===== config.mk =====
export PLATFORM = sky130hd
export DESIGN_NAME = frequency_scan_sequencer
export DESIGN_NICKNAME = d
export VERILOG_FILES = /design/src/hdl/freq_scan_pkg.sv /design/src/hdl/scan_if.sv /design/src/hdl/dwell_timer.sv /design/src/hdl/frequency_scan_sequencer.sv /design/src/hdl/serial_word_rx.sv
export SDC_FILE = /design/constraint.sdc
export NUM_CORES = 1
export LEC_CHECK = 0
export ABC_AREA = 1
export BUFFER_PORTS_ARGS = -buffer_cell sky130_fd_sc_hd__buf_2
export CAP_MARGIN = 5
export CORE_MARGIN = 5
export CORE_UTILIZATION = 60
export CTS_CLUSTER_DIAMETER = 150
export DETAILED_ROUTE_END_ITERATION = 8
export HOLD_SLACK_MARGIN = 0.03
export PLACE_DENSITY = 0.8
export SYNTH_ARGS = -nofsm -noshare
export SYNTH_HDL_FRONTEND = slang
export SYNTH_SLANG_ARGS = --single-unit

===== constraint.sdc =====
create_clock -name clk -period 9.54 [get_ports clk]
set_clock_uncertainty 0.2 [all_clocks]
set_input_delay 2.862 -clock clk [delete_from_list [all_inputs] [get_ports clk]]
set_output_delay 2.862 -clock clk [all_outputs]
set_load 0.1 [all_outputs]

===== src/hdl/freq_scan_pkg.sv =====
// constants, field layouts and state codes of the frequency-scan sequencer
package freq_scan_pkg;

   // ==========================================================
   // widths
   localparam int WORD_W  = 16;
   localparam int FREQ_W  = 24;
   localparam int STEP_W  = 23;
   localparam int COUNT_W = 12;
   localparam int DWELL_W = 11;
   localparam int MULT_W  = 9;
   localparam int DAC_W   = 10;
   localparam int BITCNT_W = 5;

   // ==========================================================
   // serial word decode: top nibble of each 16-bit word, top two bits for dwell
   localparam logic [3:0] OP_CONTROL    = 4'h0;
   localparam logic [3:0] OP_STEP_COUNT = 4'h1;
   localparam logic [3:0] OP_STEP_LOW   = 4'h2;
   localparam logic [3:0] OP_STEP_HIGH  = 4'h3;
   localparam logic [3:0] OP_START_LOW  = 4'hC;
   localparam logic [3:0] OP_START_HIGH = 4'hD;
   localparam logic [1:0] OP_DWELL      = 2'h1;   // only the top two bits

   // ==========================================================
   // field positions inside a word
   localparam int STEP_SOURCE_BIT = 5;
   localparam int DIRECTION_BIT   = 11;
   localparam int DWELL_UNIT_BIT  = 13;
   localparam int MULT_LSB        = 11;
   localparam int LOW_PART_W      = 12;
   localparam int STEP_HIGH_W     = 11;

   // ==========================================================
   // base-interval multipliers, in master-clock periods or output cycles
   localparam logic [MULT_W-1:0] MULT_X1   = 9'h001;
   localparam logic [MULT_W-1:0] MULT_X5   = 9'h005;
   localparam logic [MULT_W-1:0] MULT_X100 = 9'h064;
   localparam logic [MULT_W-1:0] MULT_X500 = 9'h1F4;

   // ==========================================================
   // reset values
   localparam logic [FREQ_W-1:0]  START_RESET   = 24'h000000;
   localparam logic [STEP_W-1:0]  STEP_RESET    = 23'h000000;
   localparam logic [COUNT_W-1:0] COUNT_RESET   = 12'h002;
   localparam logic [DWELL_W-1:0] DWELL_RESET   = 11'h002;
   localparam logic [1:0]         MULT_SEL_RESET = 2'h0;
   localparam logic [DAC_W-1:0]   MIDSCALE      = 10'h200;

   // ==========================================================
   // scan state machine
   typedef enum logic [2:0] {
      ST_IDLE = 3'b001,
      ST_RUN  = 3'b010,
      ST_HOLD = 3'b100
   } scan_state_t;

endpackage


===== src/hdl/scan_if.sv =====
// carrier between the sequencer, its serial receiver and its dwell timer
`timescale 1ns/1ps
interface scan_if;
   import freq_scan_pkg::*;

   logic [WORD_W-1:0]  word;          // received serial word
   logic               wordValid;     // one-cycle pulse with word
   logic               timerRestart;  // clears the dwell timer
   logic               timerHold;     // freezes the dwell timer
   logic               dwellUnitClk;  // 1 counts clocks, 0 output cycles
   logic [1:0]         multSel;       // base-interval multiplier select
   logic [DWELL_W-1:0] dwellCount;    // base intervals per frequency
   logic               cycleTick;     // one pulse per output cycle
   logic               intervalDone;  // one pulse per elapsed dwell

   modport rx    (output word, output wordValid);
   modport seq   (input word, input wordValid, output timerRestart, output timerHold, output dwellUnitClk,
                  output multSel, output dwellCount, output cycleTick, input intervalDone);
   modport timer (input timerRestart, input timerHold, input dwellUnitClk, input multSel, input dwellCount,
                  input cycleTick, output intervalDone);
endinterface


===== src/hdl/dwell_timer.sv =====
// dwell timer: base-interval prescaler followed by the dwell counter
`timescale 1ns/1ps
module dwell_timer
   import freq_scan_pkg::*;
(
   input  wire logic clk,
   input  wire logic reset,
   scan_if.timer     bus
);

   logic [MULT_W-1:0]  preCount;
   logic [DWELL_W-1:0] dwellCnt;
   logic [MULT_W-1:0]  next_preCount;
   logic [DWELL_W-1:0] next_dwellCnt;
   logic [MULT_W-1:0]  multValue;
   logic               unitTick;

   // ==========================================================
   // same multiplier for both dwell units
   always_comb begin
      case (bus.multSel)
         2'h0:    multValue = MULT_X1;
         2'h1:    multValue = MULT_X5;
         2'h2:    multValue = MULT_X100;
         2'h3:    multValue = MULT_X500;
         default: multValue = MULT_X1;
      endcase
   end

   assign unitTick = bus.dwellUnitClk ? 1'b1 : bus.cycleTick;

   // dwell end: unregistered so the step lands on the edge that closes the
   // interval, and free of restart so no loop runs through the sequencer
   assign bus.intervalDone = !bus.timerHold && unitTick && (preCount + 1'b1 == multValue)
                             && (dwellCnt + 1'b1 == bus.dwellCount);

   // prescaler and dwell counter
   always_comb begin
      next_preCount = preCount;
      next_dwellCnt = dwellCnt;
      if (bus.timerRestart) begin
         next_preCount = '0;
         next_dwellCnt = '0;
      end else if (!bus.timerHold && unitTick) begin
         if (preCount + 1'b1 == multValue) begin
            next_preCount = '0;
            if (dwellCnt + 1'b1 == bus.dwellCount) begin
               next_dwellCnt = '0;
            end else begin
               next_dwellCnt = dwellCnt + 1'b1;
            end
         end else begin
            next_preCount = preCount + 1'b1;
         end
      end
   end

   always_ff @(posedge clk) begin
      if (reset) begin
         preCount <= '0;
         dwellCnt <= '0;
      end else begin
         preCount <= next_preCount;
         dwellCnt <= next_dwellCnt;
      end
   end

endmodule


===== src/hdl/frequency_scan_sequencer.sv =====
// frequency-scan sequencer: register decode, scan control and phase accumulator
//
// How it works
// - each step adds signed step to frequency
// - start, start plus step, plus two steps
// - 23-bit step loaded by two 16-bit words
// - nibble 0010 low bits, 0011 high plus sign
// - nibble 0001 loads 12-bit step count
// - step count unsigned, valid two to 4095
// - dwell bit 13 picks clocks or cycles
// - dwell count eleven bits, two to 2047
// - bits 12 and 11 pick 1,5,100,500
// - multiplier applies to both dwell units
// - scan lasts count intervals, then holds the last frequency
// - trigger rising edge starts scan from start
// - source bit zero: timer advances each step
// - source bit one: trigger edges advance steps
// - abort rising edge resets, output to midscale
// - sleep freezes accumulator and scan, then resumes
// - start frequency 24 bits in two words
`timescale 1ns/1ps
module frequency_scan_sequencer
   import freq_scan_pkg::*;
(
   input  wire logic              clk,
   input  wire logic              reset,
   input  wire logic              serialClk,
   input  wire logic              frameSyncN,
   input  wire logic              serialData,
   input  wire logic              scanTrigger,
   input  wire logic              abortScan,
   input  wire logic              sleep,
   output logic [DAC_W-1:0]       dacCode,
   output logic [FREQ_W-1:0]      currentFrequency,
   output logic                   scanActive,
   output logic                   scanDone
);

   scan_if bus ();

   // ==========================================================
   // submodules
   serial_word_rx rx (
      .clk        (clk),
      .reset      (reset),
      .serialClk  (serialClk),
      .frameSyncN (frameSyncN),
      .serialData (serialData),
      .bus        (bus.rx)
   );

   dwell_timer timer (
      .clk   (clk),
      .reset (reset),
      .bus   (bus.timer)
   );

   // ==========================================================
   // pin synchronisers; third stage only for edge detection
   logic [2:0] trigSync;
   logic [2:0] abortSync;
   logic [1:0] sleepSync;

   // cleared to the idle low level of each pin, so reset fakes no edge
   always_ff @(posedge clk) begin
      if (reset) begin
         trigSync  <= 3'h0;
         abortSync <= 3'h0;
         sleepSync <= 2'h0;
      end else begin
         trigSync  <= {trigSync[1:0], scanTrigger};
         abortSync <= {abortSync[1:0], abortScan};
         sleepSync <= {sleepSync[0], sleep};
      end
   end

   logic trigRise;
   logic abortRise;
   logic asleep;

   // rising edges are taken from the settled stages only
   assign trigRise  = trigSync[1] & ~trigSync[2];
   assign abortRise = abortSync[1] & ~abortSync[2];
   assign asleep    = sleepSync[1];

   // ==========================================================
   // register file, written only by serial words
   // write-only: a host that needs the values keeps its own copy
   logic [FREQ_W-1:0]  startFrequency;
   logic [STEP_W-1:0]  stepValue;
   logic               stepNegative;
   logic [COUNT_W-1:0] stepCount;
   logic [DWELL_W-1:0] dwellInterval;
   logic               dwellUnitClk;
   logic [1:0]         multSel;
   logic               stepSourceExt;
   logic               controlWrite;

   logic [FREQ_W-1:0]  next_startFrequency;
   logic [STEP_W-1:0]  next_stepValue;
   logic               next_stepNegative;
   logic [COUNT_W-1:0] next_stepCount;
   logic [DWELL_W-1:0] next_dwellInterval;
   logic               next_dwellUnitClk;
   logic [1:0]         next_multSel;
   logic               next_stepSourceExt;

   // words are decoded by their top nibble; dwell needs only two bits
   always_comb begin
      next_startFrequency = startFrequency;
      next_stepValue      = stepValue;
      next_stepNegative   = stepNegative;
      next_stepCount      = stepCount;
      next_dwellInterval  = dwellInterval;
      next_dwellUnitClk   = dwellUnitClk;
      next_multSel        = multSel;
      next_stepSourceExt  = stepSourceExt;
      controlWrite        = 1'b0;
      if (bus.wordValid) begin
         if (bus.word[WORD_W-1 -: 2] == OP_DWELL) begin
            next_dwellUnitClk  = bus.word[DWELL_UNIT_BIT];
            next_multSel       = bus.word[MULT_LSB +: 2];
            next_dwellInterval = bus.word[DWELL_W-1:0];
         end else begin
            case (bus.word[WORD_W-1 -: 4])
               OP_CONTROL: begin
                  next_stepSourceExt = bus.word[STEP_SOURCE_BIT];
                  controlWrite       = 1'b1;
               end
               OP_STEP_COUNT: begin
                  next_stepCount = bus.word[COUNT_W-1:0];
               end
               OP_STEP_LOW: begin
                  next_stepValue[LOW_PART_W-1:0] = bus.word[LOW_PART_W-1:0];
               end
               OP_STEP_HIGH: begin
                  next_stepValue[STEP_W-1:LOW_PART_W] = bus.word[STEP_HIGH_W-1:0];
                  next_stepNegative                   = bus.word[DIRECTION_BIT];
               end
               OP_START_LOW: begin
                  next_startFrequency[LOW_PART_W-1:0] = bus.word[LOW_PART_W-1:0];
               end
               OP_START_HIGH: begin
                  next_startFrequency[FREQ_W-1:LOW_PART_W] = bus.word[LOW_PART_W-1:0];
               end
               default: begin
                  next_stepCount = stepCount;   // unmapped word: ignored
               end
            endcase
         end
      end
   end

   // reset values let a scan run before any word arrives
   always_ff @(posedge clk) begin
      if (reset) begin
         startFrequency <= START_RESET;
         stepValue      <= STEP_RESET;
         stepNegative   <= 1'b0;
         stepCount      <= COUNT_RESET;
         dwellInterval  <= DWELL_RESET;
         dwellUnitClk   <= 1'b0;
         multSel        <= MULT_SEL_RESET;
         stepSourceExt  <= 1'b0;
      end else begin
         startFrequency <= next_startFrequency;
         stepValue      <= next_stepValue;
         stepNegative   <= next_stepNegative;
         stepCount      <= next_stepCount;
         dwellInterval  <= next_dwellInterval;
         dwellUnitClk   <= next_dwellUnitClk;
         multSel        <= next_multSel;
         stepSourceExt  <= next_stepSourceExt;
      end
   end

   // ==========================================================
   // scan state machine and phase accumulator
   // the accumulator keeps running in HOLD, so the last tone goes on
   scan_state_t        state;
   scan_state_t        next_state;
   logic [COUNT_W-1:0] stepsDone;
   logic [COUNT_W-1:0] next_stepsDone;
   logic [FREQ_W-1:0]  phase;
   logic [FREQ_W-1:0]  next_phase;
   logic [FREQ_W-1:0]  next_frequency;
   logic [DAC_W-1:0]   next_dacCode;
   logic               next_cycleTick;
   logic               startScan;
   logic               advance;
   logic [FREQ_W:0]    phaseSum;
   logic [FREQ_W-1:0]  steppedFrequency;
   logic               timerRestart;

   always_comb begin
      // signed step: a negative step subtracts the magnitude
      steppedFrequency = stepNegative ? currentFrequency - {1'b0, stepValue}
                                      : currentFrequency + {1'b0, stepValue};
      phaseSum         = {1'b0, phase} + {1'b0, currentFrequency};
      startScan        = trigRise && (state != ST_RUN);
      // an external trigger edge counts as a step only once the scan runs
      advance          = (state == ST_RUN) &&
                         (stepSourceExt ? trigRise : bus.intervalDone);
      next_state       = state;
      next_stepsDone   = stepsDone;
      next_frequency   = currentFrequency;
      next_phase       = phase;
      next_dacCode     = dacCode;
      next_cycleTick   = 1'b0;
      timerRestart     = 1'b0;
      if (abortRise || controlWrite) begin
         // abort or control write returns the whole sequencer to idle
         // the control write is the host's reset after leaving sleep
         next_state     = ST_IDLE;
         next_stepsDone = '0;
         next_frequency = '0;
         next_phase     = '0;
         next_dacCode   = MIDSCALE;
         timerRestart   = 1'b1;
      end else if (asleep) begin
         // sleep: nothing moves, the output keeps its last code
         next_state = state;
      end else begin
         case (state)
            ST_IDLE: begin
               next_dacCode = MIDSCALE;
               if (startScan) begin
                  next_state     = ST_RUN;
                  next_stepsDone = '0;
                  next_frequency = startFrequency;
                  next_phase     = '0;
                  timerRestart   = 1'b1;
               end
            end
            ST_RUN: begin
               next_phase     = phaseSum[FREQ_W-1:0];
               next_cycleTick = phaseSum[FREQ_W];
               next_dacCode   = phase[FREQ_W-1 -: DAC_W];
               // one step per dwell end or per trigger edge, never both
               if (advance) begin
                  next_frequency = steppedFrequency;
                  next_stepsDone = stepsDone + 1'b1;
                  // the count-th step ends the run: HOLD keeps the last frequency with no further dwell
                  if (stepsDone + 1'b1 == stepCount) begin
                     next_state = ST_HOLD;
                  end
               end
            end
            ST_HOLD: begin
               next_phase     = phaseSum[FREQ_W-1:0];
               next_cycleTick = phaseSum[FREQ_W];
               next_dacCode   = phase[FREQ_W-1 -: DAC_W];
               if (startScan) begin
                  next_state     = ST_RUN;
                  next_stepsDone = '0;
                  next_frequency = startFrequency;
                  next_phase     = '0;
                  timerRestart   = 1'b1;
               end
            end
            default: begin
               next_state   = ST_IDLE;
               next_dacCode = MIDSCALE;
            end
         endcase
      end
   end

   // status flags follow next_state, so they change on the same edge
   // as the frequency word they describe
   always_ff @(posedge clk) begin
      if (reset) begin
         state            <= ST_IDLE;
         stepsDone        <= '0;
         phase            <= '0;
         currentFrequency <= '0;
         dacCode          <= MIDSCALE;
         bus.cycleTick    <= 1'b0;
         scanActive       <= 1'b0;
         scanDone         <= 1'b0;
      end else begin
         state            <= next_state;
         stepsDone        <= next_stepsDone;
         phase            <= next_phase;
         currentFrequency <= next_frequency;
         dacCode          <= next_dacCode;
         bus.cycleTick    <= next_cycleTick;
         scanActive       <= (next_state == ST_RUN);
         scanDone         <= (next_state == ST_HOLD);
      end
   end

   // ==========================================================
   // timer controls; sleep freezes its counters too
   // held outside RUN so a count run up in IDLE or HOLD cannot cut the first
   // dwell short; every start restarts it as well
   assign bus.timerRestart = timerRestart;
   assign bus.timerHold    = asleep || (state != ST_RUN);
   assign bus.dwellUnitClk = dwellUnitClk;
   assign bus.multSel      = multSel;
   assign bus.dwellCount   = dwellInterval;

endmodule


===== src/hdl/serial_word_rx.sv =====
// serial receiver that assembles framed 16-bit words, msb first
`timescale 1ns/1ps
module serial_word_rx
   import freq_scan_pkg::*;
(
   input  wire logic clk,
   input  wire logic reset,
   input  wire logic serialClk,
   input  wire logic frameSyncN,
   input  wire logic serialData,
   scan_if.rx        bus
);

   // ==========================================================
   // pin synchronisers
   logic [1:0] sclkSync;
   logic [1:0] fsyncSync;
   logic [1:0] dataSync;
   logic       sclkLast;

   always_ff @(posedge clk) begin
      if (reset) begin
         sclkSync  <= 2'h0;
         fsyncSync <= 2'h3;
         dataSync  <= 2'h0;
         sclkLast  <= 1'b0;
      end else begin
         sclkSync  <= {sclkSync[0], serialClk};
         fsyncSync <= {fsyncSync[0], frameSyncN};
         dataSync  <= {dataSync[0], serialData};
         sclkLast  <= sclkSync[1];
      end
   end

   // ==========================================================
   // shifter: data taken on the falling serial clock inside a frame
   logic [WORD_W-1:0]   shiftReg;
   logic [BITCNT_W-1:0] bitCount;
   logic [WORD_W-1:0]   next_shiftReg;
   logic [BITCNT_W-1:0] next_bitCount;
   logic [WORD_W-1:0]   next_word;
   logic                next_wordValid;
   logic                fallEdge;

   always_comb begin
      fallEdge       = sclkLast & ~sclkSync[1];
      next_shiftReg  = shiftReg;
      next_bitCount  = bitCount;
      next_word      = bus.word;
      next_wordValid = 1'b0;
      if (fsyncSync[1]) begin
         next_bitCount = '0;                // frame ended: partial word dropped
      end else if (fallEdge) begin
         next_shiftReg = {shiftReg[WORD_W-2:0], dataSync[1]};
         if (bitCount == BITCNT_W'(WORD_W - 1)) begin
            next_word      = {shiftReg[WORD_W-2:0], dataSync[1]};
            next_wordValid = 1'b1;
            next_bitCount  = '0;
         end else begin
            next_bitCount = bitCount + 1'b1;
         end
      end
   end

   always_ff @(posedge clk) begin
      if (reset) begin
         shiftReg      <= '0;
         bitCount      <= '0;
         bus.word      <= '0;
         bus.wordValid <= 1'b0;
      end else begin
         shiftReg      <= next_shiftReg;
         bitCount      <= next_bitCount;
         bus.word      <= next_word;
         bus.wordValid <= next_wordValid;
      end
   end

endmodule


==> metrics.txt <==
Setup TNS Final=0 ns; filler instances=1777; die height=153 um; Worst Path Max Fanout=45; required time worst endpoint=9.78 ns; Worst R2R End=currentFrequency[23]$_SDFFE_PP0P_; Post-Route M1 WL=13900 um; met2 wire len=15100 um; leakage power=0.00602 uW; clock sink count=223; Setup CP Type=input pin to flip-flop; Crit. Startpoint=reset; total DRC errors in the routed layout=0; Die W=153 um; # rows=52; async set-reset flop share out of synthesis=0%; DR top layer=met4; final net count=1871; die footprint=23500 um2; Hold Path Class=flip-flop to flip-flop; RSZ-0062 raised after global routing=false; Post-synth EDFFs=0; Area contributors post-synth=dfxtp_1, nand2_1, a21oi_1; Vias=11800; P&R area growth vs syn=9.81%; Synth area leader=dfxtp_1; largest net degree at the start of global routing=105; # H-tree levels=1; Critical Path AT=5.10 ns; dpl hpwl=23100 um; Max transition margin=27.6%; # placed instances=2052; DRT iter0 DRCs=975; post-layout util=66.8%; wire length on met3=1890 um; TritonCTS Buffers=25; Post-Synthesis Cells=1794; antenna violations before repair=0; Final Total Pwr=2240 uW; Distinct cells, synth=56; Synth Flop Type=dfxtp_1; reg2reg setup slack=5.40 ns; Mapped Avg Cell Area=6.86 um2; hold_buf cts=0; PortBufs=43; post-CTS sizing=0; ant diodes=0; Setup crit end=timer.dwellCnt[10]$_SDFFE_PP0N_; Overflow after GRT=0; min Tclk post-route=4.86 ns; CTS tree=yes; Syn Nets=1856; synth cell count leaders=nand2_1, dfxtp_1, a21oi_1, nor2_1, inv_1; Synth Cell Area=12300 um2; post-CTS setup buffer count=0; Slew Limit Fails=0; max-cap violation count=0; status=completed; Detailed Routing Iterations Pass 1=6; Setup-failing EPs final=0; DRT antenna net count=0; Worst VDD drop=150 uV; count leader, synth=nand2_1; Fmax=206 MHz; total I/O pin count=44; Non-Filler Instances=2097; Seq cells post-synth=223; share of cells above drive strength 1=7.72%; Synth top area share=36.3%; worst r2r src=stepValue[0]$_SDFFE_PP0P_; clk_lat worst skew=0.54 ns; clk slew on worst S/H paths=0.06 ns; Final Hold Viols=0; core footprint=20200 um2; Total GRT Usage=26.5%; vias per inst=5.62; fin crit share=50.9%; Startpoint Class=input pin; GPL Wtd Cong=1.01; Worst Reg-to-Reg Cells=23; multi-input combinational cell area=6810 um2; Yosys warning total=0; Starting Density=60.8%; Seq/Total Area, Yosys=36.3%; final WL=32000 um; first-pass GRT wire length=52500 um; Seq. cell area=4460 um2; Max Buffers Root-to-Sink=3; root buf cell=clkbuf_16; drt wl/cell=15.3 um; pwr dens=165 nW/um2; vias in the first global route=10800; CP endpoint kind=flip-flop; worst-margin pin slew=1.09 ns
==> metrics by stage <==
step	worst slack [ns]	instance area [um2]	hold slack [ns]
floorplan	5.31	12300	0.188
global placement	4.20	12600	0.190
detailed placement	4.10	12600	0.196
CTS	4.64	13500	0.208
global route	4.41	13500	0.229
finish	4.68	13500	0.206
==> where the power goes <==
part	switching (uW)	internal, uW	leakage, uW	total [uW]
sequential	13.6	942	0.00180	956
clock	400	625	0.000424	1020
combinational	181	74.8	0.00379	255
total	594	1640	0.00602	2240
==> routing by layer <==
layer  GRT usage, %  vias to the layer above
met3           3.14                       84
met2           45.6                      362
li1               -                     5987
met5              0                        -
met1           34.8                     5352
met4           8.36                        0
==> how the worst min path moves through the flow <==
stage | end | from | depth (start not counted)
2_1_floorplan | abortSync[1]$_SDFF_PP0_ | abortSync[0]$_SDFF_PP0_ | 2
3_3_place_gp | rx.sclkSync[1]$_SDFF_PP0_ | rx.sclkSync[0]$_SDFF_PP0_ | 2
3_5_place_dp | rx.sclkSync[1]$_SDFF_PP0_ | rx.sclkSync[0]$_SDFF_PP0_ | 2
4_1_cts | rx.sclkSync[1]$_SDFF_PP0_ | rx.sclkSync[0]$_SDFF_PP0_ | 2
5_1_grt | rx.dataSync[1]$_SDFF_PP0_ | rx.dataSync[0]$_SDFF_PP0_ | 2
6_report | rx.sclkSync[1]$_SDFF_PP0_ | rx.sclkSync[0]$_SDFF_PP0_ | 2
==> worst max-delay path, cell delays in order <==
cell and delay (ns):
buf_2 0.22, nor2_2 0.14, buf_4 0.43, inv_1 0.08, buf_4 0.26, nor2_1 0.38, inv_1 0.31, o41ai_1 0.39
==> flip-flops by register name, summed over array words and instances (netlist names), 2 cells and up <==
register and flops:
phase 24, rx.sclkSync 2, startFrequency 24, stepCount 12, rx.bitCount 5, stepsDone 12, currentFrequency 24, sleepSync 2
stepValue 23, rx.fsyncSync 2, rx.bus.word 16, timer.preCount 9, bus.multSel 2, rx.dataSync 2, abortSync 3, rx.shiftReg 15
bus.dwellCount 11, timer.dwellCnt 11, trigSync 3, dacCode 10, state 3
==> area by class of cell <==
cell class                 instances  share of cell area, %
clock buffer                      33                   5.15
clock inverter                    12                   1.38
inverter                         201                   5.60
multi-input combinational       1309                   50.4
sequential                       223                   33.0
tap                              270                   2.50
timing repair buffer              49                   1.93
==> placed cells by master (no fill, tap or decap), types with 13 or more instances in the layout <==
cell type / netlist / final
nand4_1: 25 / 25
dfxtp_1: 223 / 223
nand3_1: 100 / 100
or2_2: 13 / 13
inv_1: 192 / 191
o21ai_1: 37 / 37
a21oi_1: 213 / 213
nor3_1: 17 / 17
ha_1: 52 / 52
nand2_1: 348 / 348
o21ai_0: 160 / 160
nor2_1: 212 / 211
clkbuf_16: 0 / 25
buf_2: 4 / 43
xor2_1: 33 / 33
==> kinds of logic (layout without fill, tap and decap cells) <==
family,count (synthesis),count (layout),share of synthesized area (%)
adder cells (fa/ha/maj),54,54,5.61
XOR/XNOR,47,47,3.58
buffers and inverters,262,295,8.39
flip-flops,223,223,36.3
AO/OA/AOI/OAI,453,453,19.6
AND/OR/NAND/NOR,755,755,26.6
Note: power is estimated with default switching activity, not from simulation.
